**config.mk**
```make
export PLATFORM = sky130hd
export DESIGN_NAME = arbcr_regs
export DESIGN_NICKNAME = d
export VERILOG_FILES = /design/src/rtl/arbcr_pkg.sv /design/src/rtl/arbcr_regs.sv
export SDC_FILE = /design/constraint.sdc
export NUM_CORES = 2
export LEC_CHECK = 0
export ABC_CLOCK_PERIOD_IN_PS = 25100
export BUFFER_PORTS_ARGS = -buffer_cell sky130_fd_sc_hd__clkbuf_2
export CORE_MARGIN = 4
export CORE_UTILIZATION = 50
export CTS_CLUSTER_SIZE = 40
export DETAILED_ROUTE_END_ITERATION = 10
export PLACE_DENSITY = 0.67
export RECOVER_POWER = 100
export SYNTH_ARGS = -nofsm -noshare
export SYNTH_HDL_FRONTEND = slang
export SYNTH_SLANG_ARGS = --single-unit
export TNS_END_PERCENT = 20
```
**constraint.sdc**
```tcl
create_clock -name clock -period 25.1 [get_ports clock]
set_clock_uncertainty 0.2 [all_clocks]
set_input_delay 2.51 -clock clock [delete_from_list [all_inputs] [get_ports clock]]
set_output_delay 2.51 -clock clock [all_outputs]
set_load 0.005 [all_outputs]
```
**src/rtl/arbcr_pkg.sv**
```systemverilog
// Shared constants and types for the converter repeat, buffer and calibration register bank.
// Assumes a 14-bit byte address space seen by the register bus slave.
package arbcr_pkg;

  // ===========================================================================
  // Address map (byte addresses)
  localparam int ADDR_W = 14;
  localparam int NUM_CAL = 8;
  typedef logic [ADDR_W-1:0] arbcr_addr_t;
  localparam arbcr_addr_t ADDR_REPEAT = 14'h21F0;
  localparam arbcr_addr_t ADDR_LOCK = 14'h2230;
  localparam arbcr_addr_t ADDR_BUFCFG = 14'h238C;
  // Entry order: low power, high speed, temperature, aux gain 1, 1.5, 2, 4, 9
  localparam arbcr_addr_t OFS_ADDR [NUM_CAL] = '{14'h2288, 14'h2234, 14'h223C, 14'h2244,
                                                 14'h22CC, 14'h22C8, 14'h22D4, 14'h22D0};
  localparam arbcr_addr_t GAIN_ADDR [NUM_CAL] = '{14'h228C, 14'h2284, 14'h2238, 14'h2240,
                                                  14'h2270, 14'h2274, 14'h2278, 14'h2298};

  // ===========================================================================
  // Field layout, masks and reset values
  localparam int REP_EN_BIT = 0;
  localparam int REP_CNT_LSB = 4;
  localparam int REP_CNT_MSB = 11;
  localparam int AMP_LSB = 4;
  localparam int AMP_MSB = 8;
  localparam int CHOP_MSB = 3;
  localparam int CAL_W = 15;
  localparam logic [31:0] REPEAT_MASK = 32'h00000FF1;
  localparam logic [31:0] BUFCFG_MASK = 32'h000001FF;
  localparam logic [31:0] REPEAT_RST = 32'h00000160;
  localparam logic [31:0] BUFCFG_RST = 32'h005F3D00;
  // Upper part of the buffer word reads back fixed, matching its reset image
  localparam logic [31:0] BUFCFG_FIXED = 32'h005F3C00;
  localparam logic [31:0] LOCK_RST = 32'h00000000;
  localparam logic [31:0] CAL_KEY = 32'hDE87A5AF;
  localparam logic [CAL_W-1:0] GAIN_UNITY = 15'h4000;
  localparam logic [CAL_W-1:0] OFS_ZERO = 15'h0000;
  localparam logic [CAL_W-1:0] GAIN_ZERO = 15'h0000;
  // Quarter-LSB offset (2 bits) plus 14 fractional gain bits
  localparam int CAL_SHIFT = 16;
  localparam logic [15:0] RESULT_MAX = 16'hFFFF;

  // ===========================================================================
  // Bus responses
  localparam logic [1:0] RESP_OKAY = 2'h0;
  localparam logic [1:0] RESP_SLVERR = 2'h2;

  // ===========================================================================
  // Channel selection and carriers
  typedef enum logic [2:0] {
    CH_LOW_POWER = 3'h0, CH_HIGH_SPEED = 3'h1, CH_TEMP = 3'h2, CH_AUX_G1 = 3'h3,
    CH_AUX_G1P5 = 3'h4, CH_AUX_G2 = 3'h5, CH_AUX_G4 = 3'h6, CH_AUX_G9 = 3'h7
  } arbcr_chan_t;

  typedef struct packed {
    logic valid;
    arbcr_chan_t chan;
    logic [15:0] raw;
  } arbcr_sample_t;

  typedef struct packed {
    logic valid;
    logic [15:0] data;
  } arbcr_result_t;

  typedef struct packed {
    logic repeatEnable;
    logic [7:0] repeatCount;
    logic [4:0] amplifierOffBits;
    logic [3:0] choppingOffBits;
  } arbcr_analog_t;

endpackage : arbcr_pkg

```
**src/rtl/arbcr_regs.sv**
```systemverilog
// Register bank for the converter front end: repeat control, buffer configuration,
// calibration lock and per-channel offset/gain calibration, plus the correction datapath.
// Assumes an AXI4-Lite master on the same clock and converter samples on the same clock.
`timescale 1ns/1ns
`default_nettype none

// Functional notes
// [RULE1] Repeat count sits in bits 11:4; 1 means one, 0xFF 255 conversions; never zero. A written zero is stored as is.
// [RULE2] Bit 0 of repeat control enables repeated conversions when set.
// [RULE3] Repeat control resets to 0x160: count 0x16, repeating off.
// [RULE4] Amplifier-off bits 8:4 power an amplifier down when 1, up when 0.
// [RULE5] Bits 8..4: offset-cancel buffers, converter buffers, PGA, positive, negative buffer.
// [RULE6] Chopping-off bits 3:0 stop chopping for a stage when 1.
// [RULE7] Bits 3..0: offset-cancel buffers, converter buffers, PGA, both front-end buffers.
// [RULE8] Software clears chopping-off bits below 80 kHz, sets them above.
// [RULE9] Software programs buffer word 0x005F3D0F high power, 0x005F3D04 low power.
// [RULE10] Buffer configuration resets to 0x005F3D00, amplifier field 0x10, chopping on.
// [RULE11] Writing key 0xDE87A5AF to the lock register unlocks calibration writes.
// [RULE12] Without the key, calibration writes are ignored; key is 32 bits, resets zero.
// [RULE13] Every gain calibration register resets to unity, 0x4000.
// [RULE14] Every offset calibration register resets to zero.
// [RULE15] Separate offset/gain pairs for low power, high speed, temperature, aux gains.
// [RULE16] Offset is 15-bit two's complement in quarter result LSBs.
// [RULE17] Gain 0x4000 is unity, 0x7FFF doubles; zero forces a zero result.
// [RULE18] Each sample is corrected with the pair of its selected channel and gain.
// [RULE19] Reserved bits read zero and ignore writes.
module arbcr_regs (
  input wire logic clock,
  input wire logic rst,
  // AXI4-Lite write address
  input wire logic [arbcr_pkg::ADDR_W-1:0] awaddr,
  input wire logic awvalid,
  output logic awready,
  // AXI4-Lite write data
  input wire logic [31:0] wdata,
  input wire logic [3:0] wstrb,
  input wire logic wvalid,
  output logic wready,
  // AXI4-Lite write response
  output logic [1:0] bresp,
  output logic bvalid,
  input wire logic bready,
  // AXI4-Lite read address
  input wire logic [arbcr_pkg::ADDR_W-1:0] araddr,
  input wire logic arvalid,
  output logic arready,
  // AXI4-Lite read data
  output logic [31:0] rdata,
  output logic [1:0] rresp,
  output logic rvalid,
  input wire logic rready,
  // Converter side
  input wire arbcr_pkg::arbcr_sample_t sample,
  output arbcr_pkg::arbcr_result_t result,
  output arbcr_pkg::arbcr_analog_t analogCtrl,
  output logic calUnlocked
);
  import arbcr_pkg::*;

  // ===========================================================================
  // Storage
  logic awHeld_ff, wHeld_ff, bvalid_ff, rvalid_ff;
  arbcr_addr_t wAddr_ff;
  logic [31:0] wData_ff;
  logic [3:0] wStrb_ff;
  logic [1:0] bresp_ff, rresp_ff;
  logic [31:0] rdata_ff;
  logic [31:0] repeat_ff, bufcfg_ff, lockKey_ff;
  logic [CAL_W-1:0] calOfs_ff [NUM_CAL];
  logic [CAL_W-1:0] calGain_ff [NUM_CAL];
  arbcr_result_t result_ff;
  logic writeFire;
  logic [NUM_CAL-1:0] ofsHit, gainHit;
  logic wrRepeat, wrBufcfg, wrLock, wrMapped;
  logic [31:0] rdMux;
  logic rdHit;

  // Merge a write into an old word under byte strobes
  function automatic logic [31:0] strobed(input logic [31:0] oldVal,
                                          input logic [31:0] newVal,
                                          input logic [3:0] strb);
    logic [31:0] res;
    res = oldVal;
    for (int i = 0; i < 4; i++)
    begin
      if (strb[i])
      begin
        res[8*i +: 8] = newVal[8*i +: 8];
      end
    end
    return res;
  endfunction : strobed

  // ===========================================================================
  // Write channel: address and data are caught independently, in either order
  assign awready = !awHeld_ff && !bvalid_ff;
  assign wready = !wHeld_ff && !bvalid_ff;
  assign writeFire = awHeld_ff && wHeld_ff && !bvalid_ff;

  // Address holding flag; a new address waits until the response is accepted
  always_ff @(posedge clock or posedge rst)
  begin
    if (rst)
    begin
      awHeld_ff <= 1'b0;
    end
    else if (awvalid && awready)
    begin
      awHeld_ff <= 1'b1;
    end
    else if (writeFire)
    begin
      awHeld_ff <= 1'b0;
    end
  end

  // Captured write address
  always_ff @(posedge clock or posedge rst)
  begin
    if (rst)
    begin
      wAddr_ff <= '0;
    end
    else if (awvalid && awready)
    begin
      wAddr_ff <= awaddr;
    end
  end

  // Data holding flag and captured data with strobes
  always_ff @(posedge clock or posedge rst)
  begin
    if (rst)
    begin
      wHeld_ff <= 1'b0;
      wData_ff <= '0;
      wStrb_ff <= '0;
    end
    else if (wvalid && wready)
    begin
      wHeld_ff <= 1'b1;
      wData_ff <= wdata;
      wStrb_ff <= wstrb;
    end
    else if (writeFire)
    begin
      wHeld_ff <= 1'b0;
    end
  end

  // Decode of the held write address
  assign wrRepeat = writeFire && (wAddr_ff == ADDR_REPEAT);
  assign wrBufcfg = writeFire && (wAddr_ff == ADDR_BUFCFG);
  assign wrLock = writeFire && (wAddr_ff == ADDR_LOCK);
  assign wrMapped = wrRepeat || wrBufcfg || wrLock || (|ofsHit) || (|gainHit);

  // Response; a locked calibration write still answers OKAY, it is only ignored
  always_ff @(posedge clock or posedge rst)
  begin
    if (rst)
    begin
      bvalid_ff <= 1'b0;
      bresp_ff <= RESP_OKAY;
    end
    else if (writeFire)
    begin
      bvalid_ff <= 1'b1;
      bresp_ff <= wrMapped ? RESP_OKAY : RESP_SLVERR;
    end
    else if (bvalid_ff && bready)
    begin
      bvalid_ff <= 1'b0;
    end
  end

  assign bvalid = bvalid_ff;
  assign bresp = bresp_ff;

  // ===========================================================================
  // Control registers
  // Repeat control: only count and enable are stored, the rest reads zero
  always_ff @(posedge clock or posedge rst)
  begin
    if (rst)
    begin
      repeat_ff <= REPEAT_RST; // RULE3
    end
    else if (wrRepeat)
    begin
      repeat_ff <= strobed(repeat_ff, wData_ff, wStrb_ff) & REPEAT_MASK; // RULE1 RULE2 RULE19
    end
  end

  // Buffer configuration: low nine bits writable, upper image fixed
  always_ff @(posedge clock or posedge rst)
  begin
    if (rst)
    begin
      bufcfg_ff <= BUFCFG_RST; // RULE10
    end
    else if (wrBufcfg)
    begin
      bufcfg_ff <= (strobed(bufcfg_ff, wData_ff, wStrb_ff) & BUFCFG_MASK) | BUFCFG_FIXED;
    end
  end

  // Lock key: any value may be written, only the exact key opens the bank
  always_ff @(posedge clock or posedge rst)
  begin
    if (rst)
    begin
      lockKey_ff <= LOCK_RST; // RULE12
    end
    else if (wrLock)
    begin
      lockKey_ff <= strobed(lockKey_ff, wData_ff, wStrb_ff);
    end
  end

  assign calUnlocked = (lockKey_ff == CAL_KEY); // RULE11

  // Analog controls come straight from the stored fields; a one amplifier or chopping bit means off
  // One assignment for the whole struct, so the output has a single driver
  assign analogCtrl = '{repeatEnable: repeat_ff[REP_EN_BIT], // RULE2
                        repeatCount: repeat_ff[REP_CNT_MSB:REP_CNT_LSB], // RULE1
                        amplifierOffBits: bufcfg_ff[AMP_MSB:AMP_LSB], // RULE4 RULE5
                        choppingOffBits: bufcfg_ff[CHOP_MSB:0]}; // RULE6 RULE7

  // ===========================================================================
  // Calibration pairs, one per channel and gain setting
  for (genvar g = 0; g < NUM_CAL; g++)
  begin : g_cal
    logic [31:0] ofsMerged, gainMerged;
    assign ofsHit[g] = writeFire && (wAddr_ff == OFS_ADDR[g]);
    assign gainHit[g] = writeFire && (wAddr_ff == GAIN_ADDR[g]);
    assign ofsMerged = strobed({17'h0, calOfs_ff[g]}, wData_ff, wStrb_ff);
    assign gainMerged = strobed({17'h0, calGain_ff[g]}, wData_ff, wStrb_ff);

    // Offset value; writes only land while the key is present
    always_ff @(posedge clock or posedge rst)
    begin
      if (rst)
      begin
        calOfs_ff[g] <= OFS_ZERO; // RULE14
      end
      else if (ofsHit[g] && calUnlocked)
      begin
        calOfs_ff[g] <= ofsMerged[CAL_W-1:0]; // RULE12 RULE15 RULE16
      end
    end

    // Gain value; protected the same way
    always_ff @(posedge clock or posedge rst)
    begin
      if (rst)
      begin
        calGain_ff[g] <= GAIN_UNITY; // RULE13
      end
      else if (gainHit[g] && calUnlocked)
      begin
        calGain_ff[g] <= gainMerged[CAL_W-1:0]; // RULE12 RULE15 RULE17
      end
    end
  end

  // ===========================================================================
  // Read channel: one read in flight, data registered
  assign arready = !rvalid_ff;

  // Read decode; unmapped addresses read zero with an error response
  always_comb
  begin
    rdMux = '0;
    rdHit = 1'b0;
    if (araddr == ADDR_REPEAT)
    begin
      rdMux = repeat_ff;
      rdHit = 1'b1;
    end
    else if (araddr == ADDR_BUFCFG)
    begin
      rdMux = bufcfg_ff;
      rdHit = 1'b1;
    end
    else if (araddr == ADDR_LOCK)
    begin
      rdMux = lockKey_ff;
      rdHit = 1'b1;
    end
    for (int i = 0; i < NUM_CAL; i++)
    begin
      if (araddr == OFS_ADDR[i])
      begin
        rdMux = {17'h0, calOfs_ff[i]}; // RULE19
        rdHit = 1'b1;
      end
      if (araddr == GAIN_ADDR[i])
      begin
        rdMux = {17'h0, calGain_ff[i]}; // RULE19
        rdHit = 1'b1;
      end
    end
  end

  // Read response holds until the master takes it
  always_ff @(posedge clock or posedge rst)
  begin
    if (rst)
    begin
      rvalid_ff <= 1'b0;
      rdata_ff <= '0;
      rresp_ff <= RESP_OKAY;
    end
    else if (arvalid && arready)
    begin
      rvalid_ff <= 1'b1;
      rdata_ff <= rdMux;
      rresp_ff <= rdHit ? RESP_OKAY : RESP_SLVERR;
    end
    else if (rvalid_ff && rready)
    begin
      rvalid_ff <= 1'b0;
    end
  end

  assign rvalid = rvalid_ff;
  assign rdata = rdata_ff;
  assign rresp = rresp_ff;

  // ===========================================================================
  // Correction datapath: ((raw*4 + offset) * gain) >> 16, clamped to 16 bits
  logic [CAL_W-1:0] selOfs, selGain;
  logic signed [19:0] sumQ;
  logic signed [35:0] prodQ;
  logic signed [19:0] scaledQ;
  logic [15:0] clampQ;

  assign selOfs = calOfs_ff[sample.chan]; // RULE18
  assign selGain = calGain_ff[sample.chan]; // RULE18

  // Offset in quarter LSBs, so the raw code is lifted by two bits first;
  // a spare top bit keeps full scale plus the largest offset from wrapping negative
  always_comb
  begin
    sumQ = $signed({2'b00, sample.raw, 2'b00}) + $signed({{5{selOfs[CAL_W-1]}}, selOfs}); // RULE16
    prodQ = sumQ * $signed({1'b0, selGain}); // RULE17
    scaledQ = prodQ[35:CAL_SHIFT];
    if (scaledQ < 0)
    begin
      clampQ = '0;
    end
    else if (scaledQ > $signed({4'b0000, RESULT_MAX}))
    begin
      clampQ = RESULT_MAX;
    end
    else
    begin
      clampQ = scaledQ[15:0];
    end
  end

  // One cycle of latency; zero gain forces zero even if the clamp would not
  always_ff @(posedge clock or posedge rst)
  begin
    if (rst)
    begin
      result_ff <= '0;
    end
    else
    begin
      result_ff.valid <= sample.valid;
      if (sample.valid)
      begin
        result_ff.data <= (selGain == GAIN_ZERO) ? 16'h0000 : clampQ; // RULE17 RULE18
      end
    end
  end

  assign result = result_ff;
endmodule : arbcr_regs

`default_nettype wire

```
======== Yosys cells after proc, flatten, opt, wreduce, memory -nomap -nowiden ========
Cells that the tools add are included.
W data, S select, Z words.
cells by class
  add/subtract/negate cells ............... 1
  $mul .................................... 1
  $lt $le $gt $ge ......................... 3
  equality and inequality tests ........... 39
  mux-type cells .......................... 56
  bitwise gates (word level) .............. 1
  reductions and logical operators ........ 99
operators by type and width
  kind                    number
  $mux W32                19
  $eq A14 B14 Y1 const B  38
  $bmux W15 S3            2
  $reduce_and A2 Y1       40
  $mux W15                4
  $mux W16                3
  $logic_and A1 B1 Y1     44
  $mul A20 B16 Y36        1
  $eq A32 B32 Y1 const B  1
  $mux W1                 26
  $add A19 B15 Y20        1
  $gt A20 B17 Y1 const B  1
  $lt A20 B1 Y1 const B   1
  $reduce_or A8 Y1        2
  $logic_not A15 Y1       1
  $reduce_bool A2 Y1      4
  $ge A4 B4 Y1 const B    1
  $logic_not A1 Y1        4
  $logic_or A1 B1 Y1      4
  $mux W2                 2
  $not A3 Y4              1
storage, ports and cells
  bits in registers ....................... 397
  bits of input ports ..................... 91
  output and inout bits ................... 77
  word-level logic and storage cells ...... 252

======== Depth between registers and ports, before layout ========
  word-level depth ........................ 21
  mapped depth ............................ 44
  gate-level depth less buffers ........... 37

======== Worst setup path before layout ========
No wires, ideal clock.
  path kind ............................... input -> register
  start point ............................. in sample[16] (netlist name)
  end point ............................... reg result_ff, in the netlist result[12]
  setup time .............................. 129 ps
  arrival time ............................ 12771 ps
  data required time ...................... 24771 ps
  slack ................................... 12000 ps
  stages on the path ...................... 40
  buffers on the path ..................... 6
  cell sequence ........................... buf_6 -> buf_6 -> buf_6 -> buf_2 -> buf_1 -> mux4_2 -> mux2i_1 -> inv_1 -> ha_1 -> a21o_1 -> a21oi_1 -> nand2b_1 -> a311oi_1 -> o41ai_1 -> a21oi_1 -> mux2i_1 -> nor2_1 -> nand2_1 -> [... 4 more ...] -> xnor2_1 -> xnor2_1 -> fa_1 -> fa_1 -> inv_1 -> fa_1 -> inv_1 -> ha_1 -> a21oi_1 -> o21ai_0 -> a21o_1 -> a21o_1 -> a21o_1 -> a21o_1 -> or3_1 -> a41oi_4 -> a21oi_2 -> a2111o_1
on the way
  longest elaborated chain between the ends .. 10
  elaborated cells on any way between the ends .. 15
  classes of those cells .................. 1 x add/sub; 1 x mul; 2 x order compare; 9 x mux; 1 x bitwise; 1 x reduce/logical
RTL lines
  what                                          line                                  source
  from (decl)                                   arbcr_regs.sv:53                      input wire arbcr_pkg::arbcr_sample_t sample,
  $not A3 Y4 (not written as such) (*)          arbcr_regs.sv:338, arbcr_regs.sv:339
  $bmux W15 S3                                  arbcr_regs.sv:338                     assign selOfs = calOfs_ff[sample.chan];
  $mux W15 (not written as such) (2 in series)  arbcr_regs.sv:338
  $add A19 B15 Y20                              arbcr_regs.sv:345                     sumQ = $signed({2'b00, sample.raw, 2'b00}) + $signed({{5{selOfs[CAL_W-1]}}, selOfs});
  $mul A20 B16 Y36                              arbcr_regs.sv:346                     prodQ = sumQ * $signed({1'b0, selGain});
  $gt A20 B17 Y1                                arbcr_regs.sv:352                     else if (scaledQ > $signed({4'b0000, RESULT_MAX}))
  $mux W16                                      arbcr_regs.sv:352
  $mux W16                                      arbcr_regs.sv:348                     if (scaledQ < 0)
  $mux W16 (*)                                  arbcr_regs.sv:374                     result_ff.data <= (selGain == GAIN_ZERO) ? 16'h0000 : clampQ;
  to (decl)                                     arbcr_regs.sv:71                      arbcr_result_t result_ff;
Mark *: on every way between the ends. The rest lies on a longest branch, timed or not. The select of a mux whose other input is x is not followed.
A chain may end at the register's enable or synchronous reset.

======== Final worst setup path ========
  start point ............................. in sample[16] (netlist name)
  end point ............................... reg result_ff, in the netlist result[2]
The elaborated chain is that of the path after synthesis.

==> impl_metrics.toml <==
[sta]
worstMarginPinSlew_ns = 9.16
rsz0062_at_grt = "no"
period_share = 0.674
setup_viol = 0
clock.fmax_mhz = 59.1
relSlewSlack = -5.11
hold_viol = 0
finalCriticalPeriod_ns = 16.92
finalSetupTns_ns = 0
holdWs_ns = 0.285
report.final.slew_viol_count = 560

[power]
p_comb_frac = 0.097
sw_frac_of_total = 0.290
power_frac_seq = 0.490
p_switching_uw = 472
vdd.ir_drop.worst_mv = 0.0740
cellLeakagePower_uw = 0.0165
power.total_uw = 1620
clockPowerShare = 0.413
cell_internal_pwr_uw = 1150
p_per_area_mw_per_mm2 = 47.4

[outcome]
run_status = "finished with violations"
violations = "max-capacitance violations, max-slew violations"

[detailed_routing]
viasPerCell = 6.12
drc = 0
postRouteAntennaNets = 0
vias = 23700
drt_first_pass_iters = 7
drt_iter0_markers = 2382
avgRoutedWirePerCell_um = 24.7
wl_mm = 95.6

[final_layout]
syn_to_final_growth_pct = 9.35
drive_gt1_frac = 0.227
final_cells = 3876
mostFrequentLayoutCell = "dfrtp_1"
fillers = 5423
final_cell_mix = "dfrtp_1 (383), inv_1 (381), mux2_2 (351)"
fin_nets = 3494
final_core_util = 0.554

[cts]
postCtsSetupBuffers = 0
clk_pin_slew_worst_paths_ns = 0.06
clockRootBuffer = "clkbuf_16"
hold_buffers = 0
clk_path_buf_depth = 3
clk_latency_ns = 0.59
cts_sinks = 395
cts_tree = "yes"
htreeDepth = 2
cts_buffers = 43
post_cts_resized = 0

[critical_path]
cp.arrival_ns = 17.18
startpoint = "sample[16]"
startpoint_type = "input port"
cpPeakStageDelay_ns = 1.98
r2r-start = "calOfs_ff[108]"
crit_fanout = 32
worst_ep_required_time_ns = 25.36
cp-end-kind = "flop"
crit_type = "input port to flop"
r2r_slack_ns = 13.73
cp-endpoint = "result[2]"
cp_slowest_cell = "clkbuf_1"
reg2reg_to = "result[2]"
rr_worst_depth = 34

[synthesis]
ys.flop_type = "dfrtp_1"
syn_inst = 2894
yosys_register_bits = 395
ys_types = 97
syn_area_mm2 = 0.0314
synth_seq_area_share = 0.316
yosys_warnings = 0
avgSynthCellArea_um2 = 10.8
async_reset_ff_frac = 1.00
synth_edf_count = 0

[floorplanning]
fp.dieW_um = 258
rows = 91
core_mm2 = 0.0619
start_util = 0.506
io_pins = 168
die_area_mm2 = 0.0668
chipHeight_um = 258

[grt]
track_usage = 0.287
grt_pass1_wl_mm = 147
grt_max_degree = 174
antenna_found_initial = 3
grt.overflow.total = 0
grt_pass1_vias = 24400

[worst_hold_path]
hp-start = "rresp[1]"
hp-class = "flop to flop"
whs_path_depth = 2

[place]
dp_hpwl_mm = 71.9
dp.cells = 3798
place.port_buffers = 165
place_congestion = 0.961

[flow_run]
drv_cap = 9
state kept, by name (all words and copies together), names as in the netlist:
register and flops:
awHeld_ff 1, wAddr_ff 14, bufcfg_ff 9, bresp 1
wData_ff 32, wStrb_ff 4, wHeld_ff 1, calOfs_ff 120
rresp 1, calGain_ff 120, repeat_ff 9, result 17
rdata 32, rvalid 1, bvalid 1, lockKey_ff 32
kinds of logic after synthesis:
group | synth area share
fa+ha+maj | 0.228
other cells | 0.000120
flops | 0.316
buf+inv | 0.0658
mux | 0.178
xor+xnor | 0.0165
simple gates | 0.110
compound gates | 0.0856
Yosys cell counts (39+ instances only):
cell | count | area share
dfrtp_1 | 383 | 0.31
inv_1 | 382 | 0.046
mux2_2 | 355 | 0.13
fa_1 | 289 | 0.18
nand2_1 | 249 | 0.030
nor2_1 | 185 | 0.022
ha_1 | 108 | 0.043
clkbuf_1 | 106 | 0.013
a21oi_1 | 81 | 0.013
mux4_2 | 60 | 0.043
o21ai_0 | 43 | 0.0069
xnor2_1 | 39 | 0.011
worst max-delay path: cells and delay by family:
kind	cells	cell delay (ns)
adders and majority gates	7	3.45
muxes	3	1.17
xor gates and xnor gates	2	0.85
and+or+nand+nor	4	1.30
buffers and inverters	6	4.12
AOI/OAI and AO/OA	14	3.74
per-layer routing:
metal	GRT usage	vias to the layer above	share of wire
li1	-	10100	-
met1	0.402	12100	0.40
met2	0.434	1289	0.44
met3	0.0841	220	0.12
met4	0.0934	4	0.037
met5	0	-	0.00027
power groups by stage:
| stage | registers (uW) | clock network, uW | logic (uW) |
|---|---|---|---|
| after detailed placement | 801 | 0 | 158 |
| after CTS | 790 | 676 | 159 |
| final | 795 | 671 | 158 |
| after global placement | 795 | 0 | 153 |
| after global routing | 802 | 703 | 174 |
| after floorplan | 720 | 0 | 160 |
through the flow:
step                      setup WS, ns  instance area, um^2
after floorplan                  11.43                31400
after global placement           11.22                33000
after detailed placement         10.78                33000
after CTS                        11.37                34500
after global routing              6.79                34300
final                             8.18                34300
worst min-delay path by stage:
stage | endpoint | slack, ns
2_1_floorplan | wAddr_ff[13] | 0.27
3_3_place_gp | rresp[1] | 0.26
3_5_place_dp | rdata[13] | 0.28
4_1_cts | rdata[13] | 0.29
5_1_grt | rdata[13] | 0.31
6_report | rresp[1] | 0.29
area by class of cell:
cell class | instances | area (um^2) | area share
multi-input cells | 1973 | 19400 | 0.565
flip-flops and latches | 395 | 9900 | 0.289
inverters | 386 | 1460 | 0.0425
clock buffers | 60 | 1190 | 0.0347
well taps | 837 | 1050 | 0.0305
repair buffers | 207 | 1040 | 0.0303
clock inverters | 17 | 282 | 0.00821
diodes | 1 | 2.50 | 0.0000730
Power figures use the tool's default switching activity.
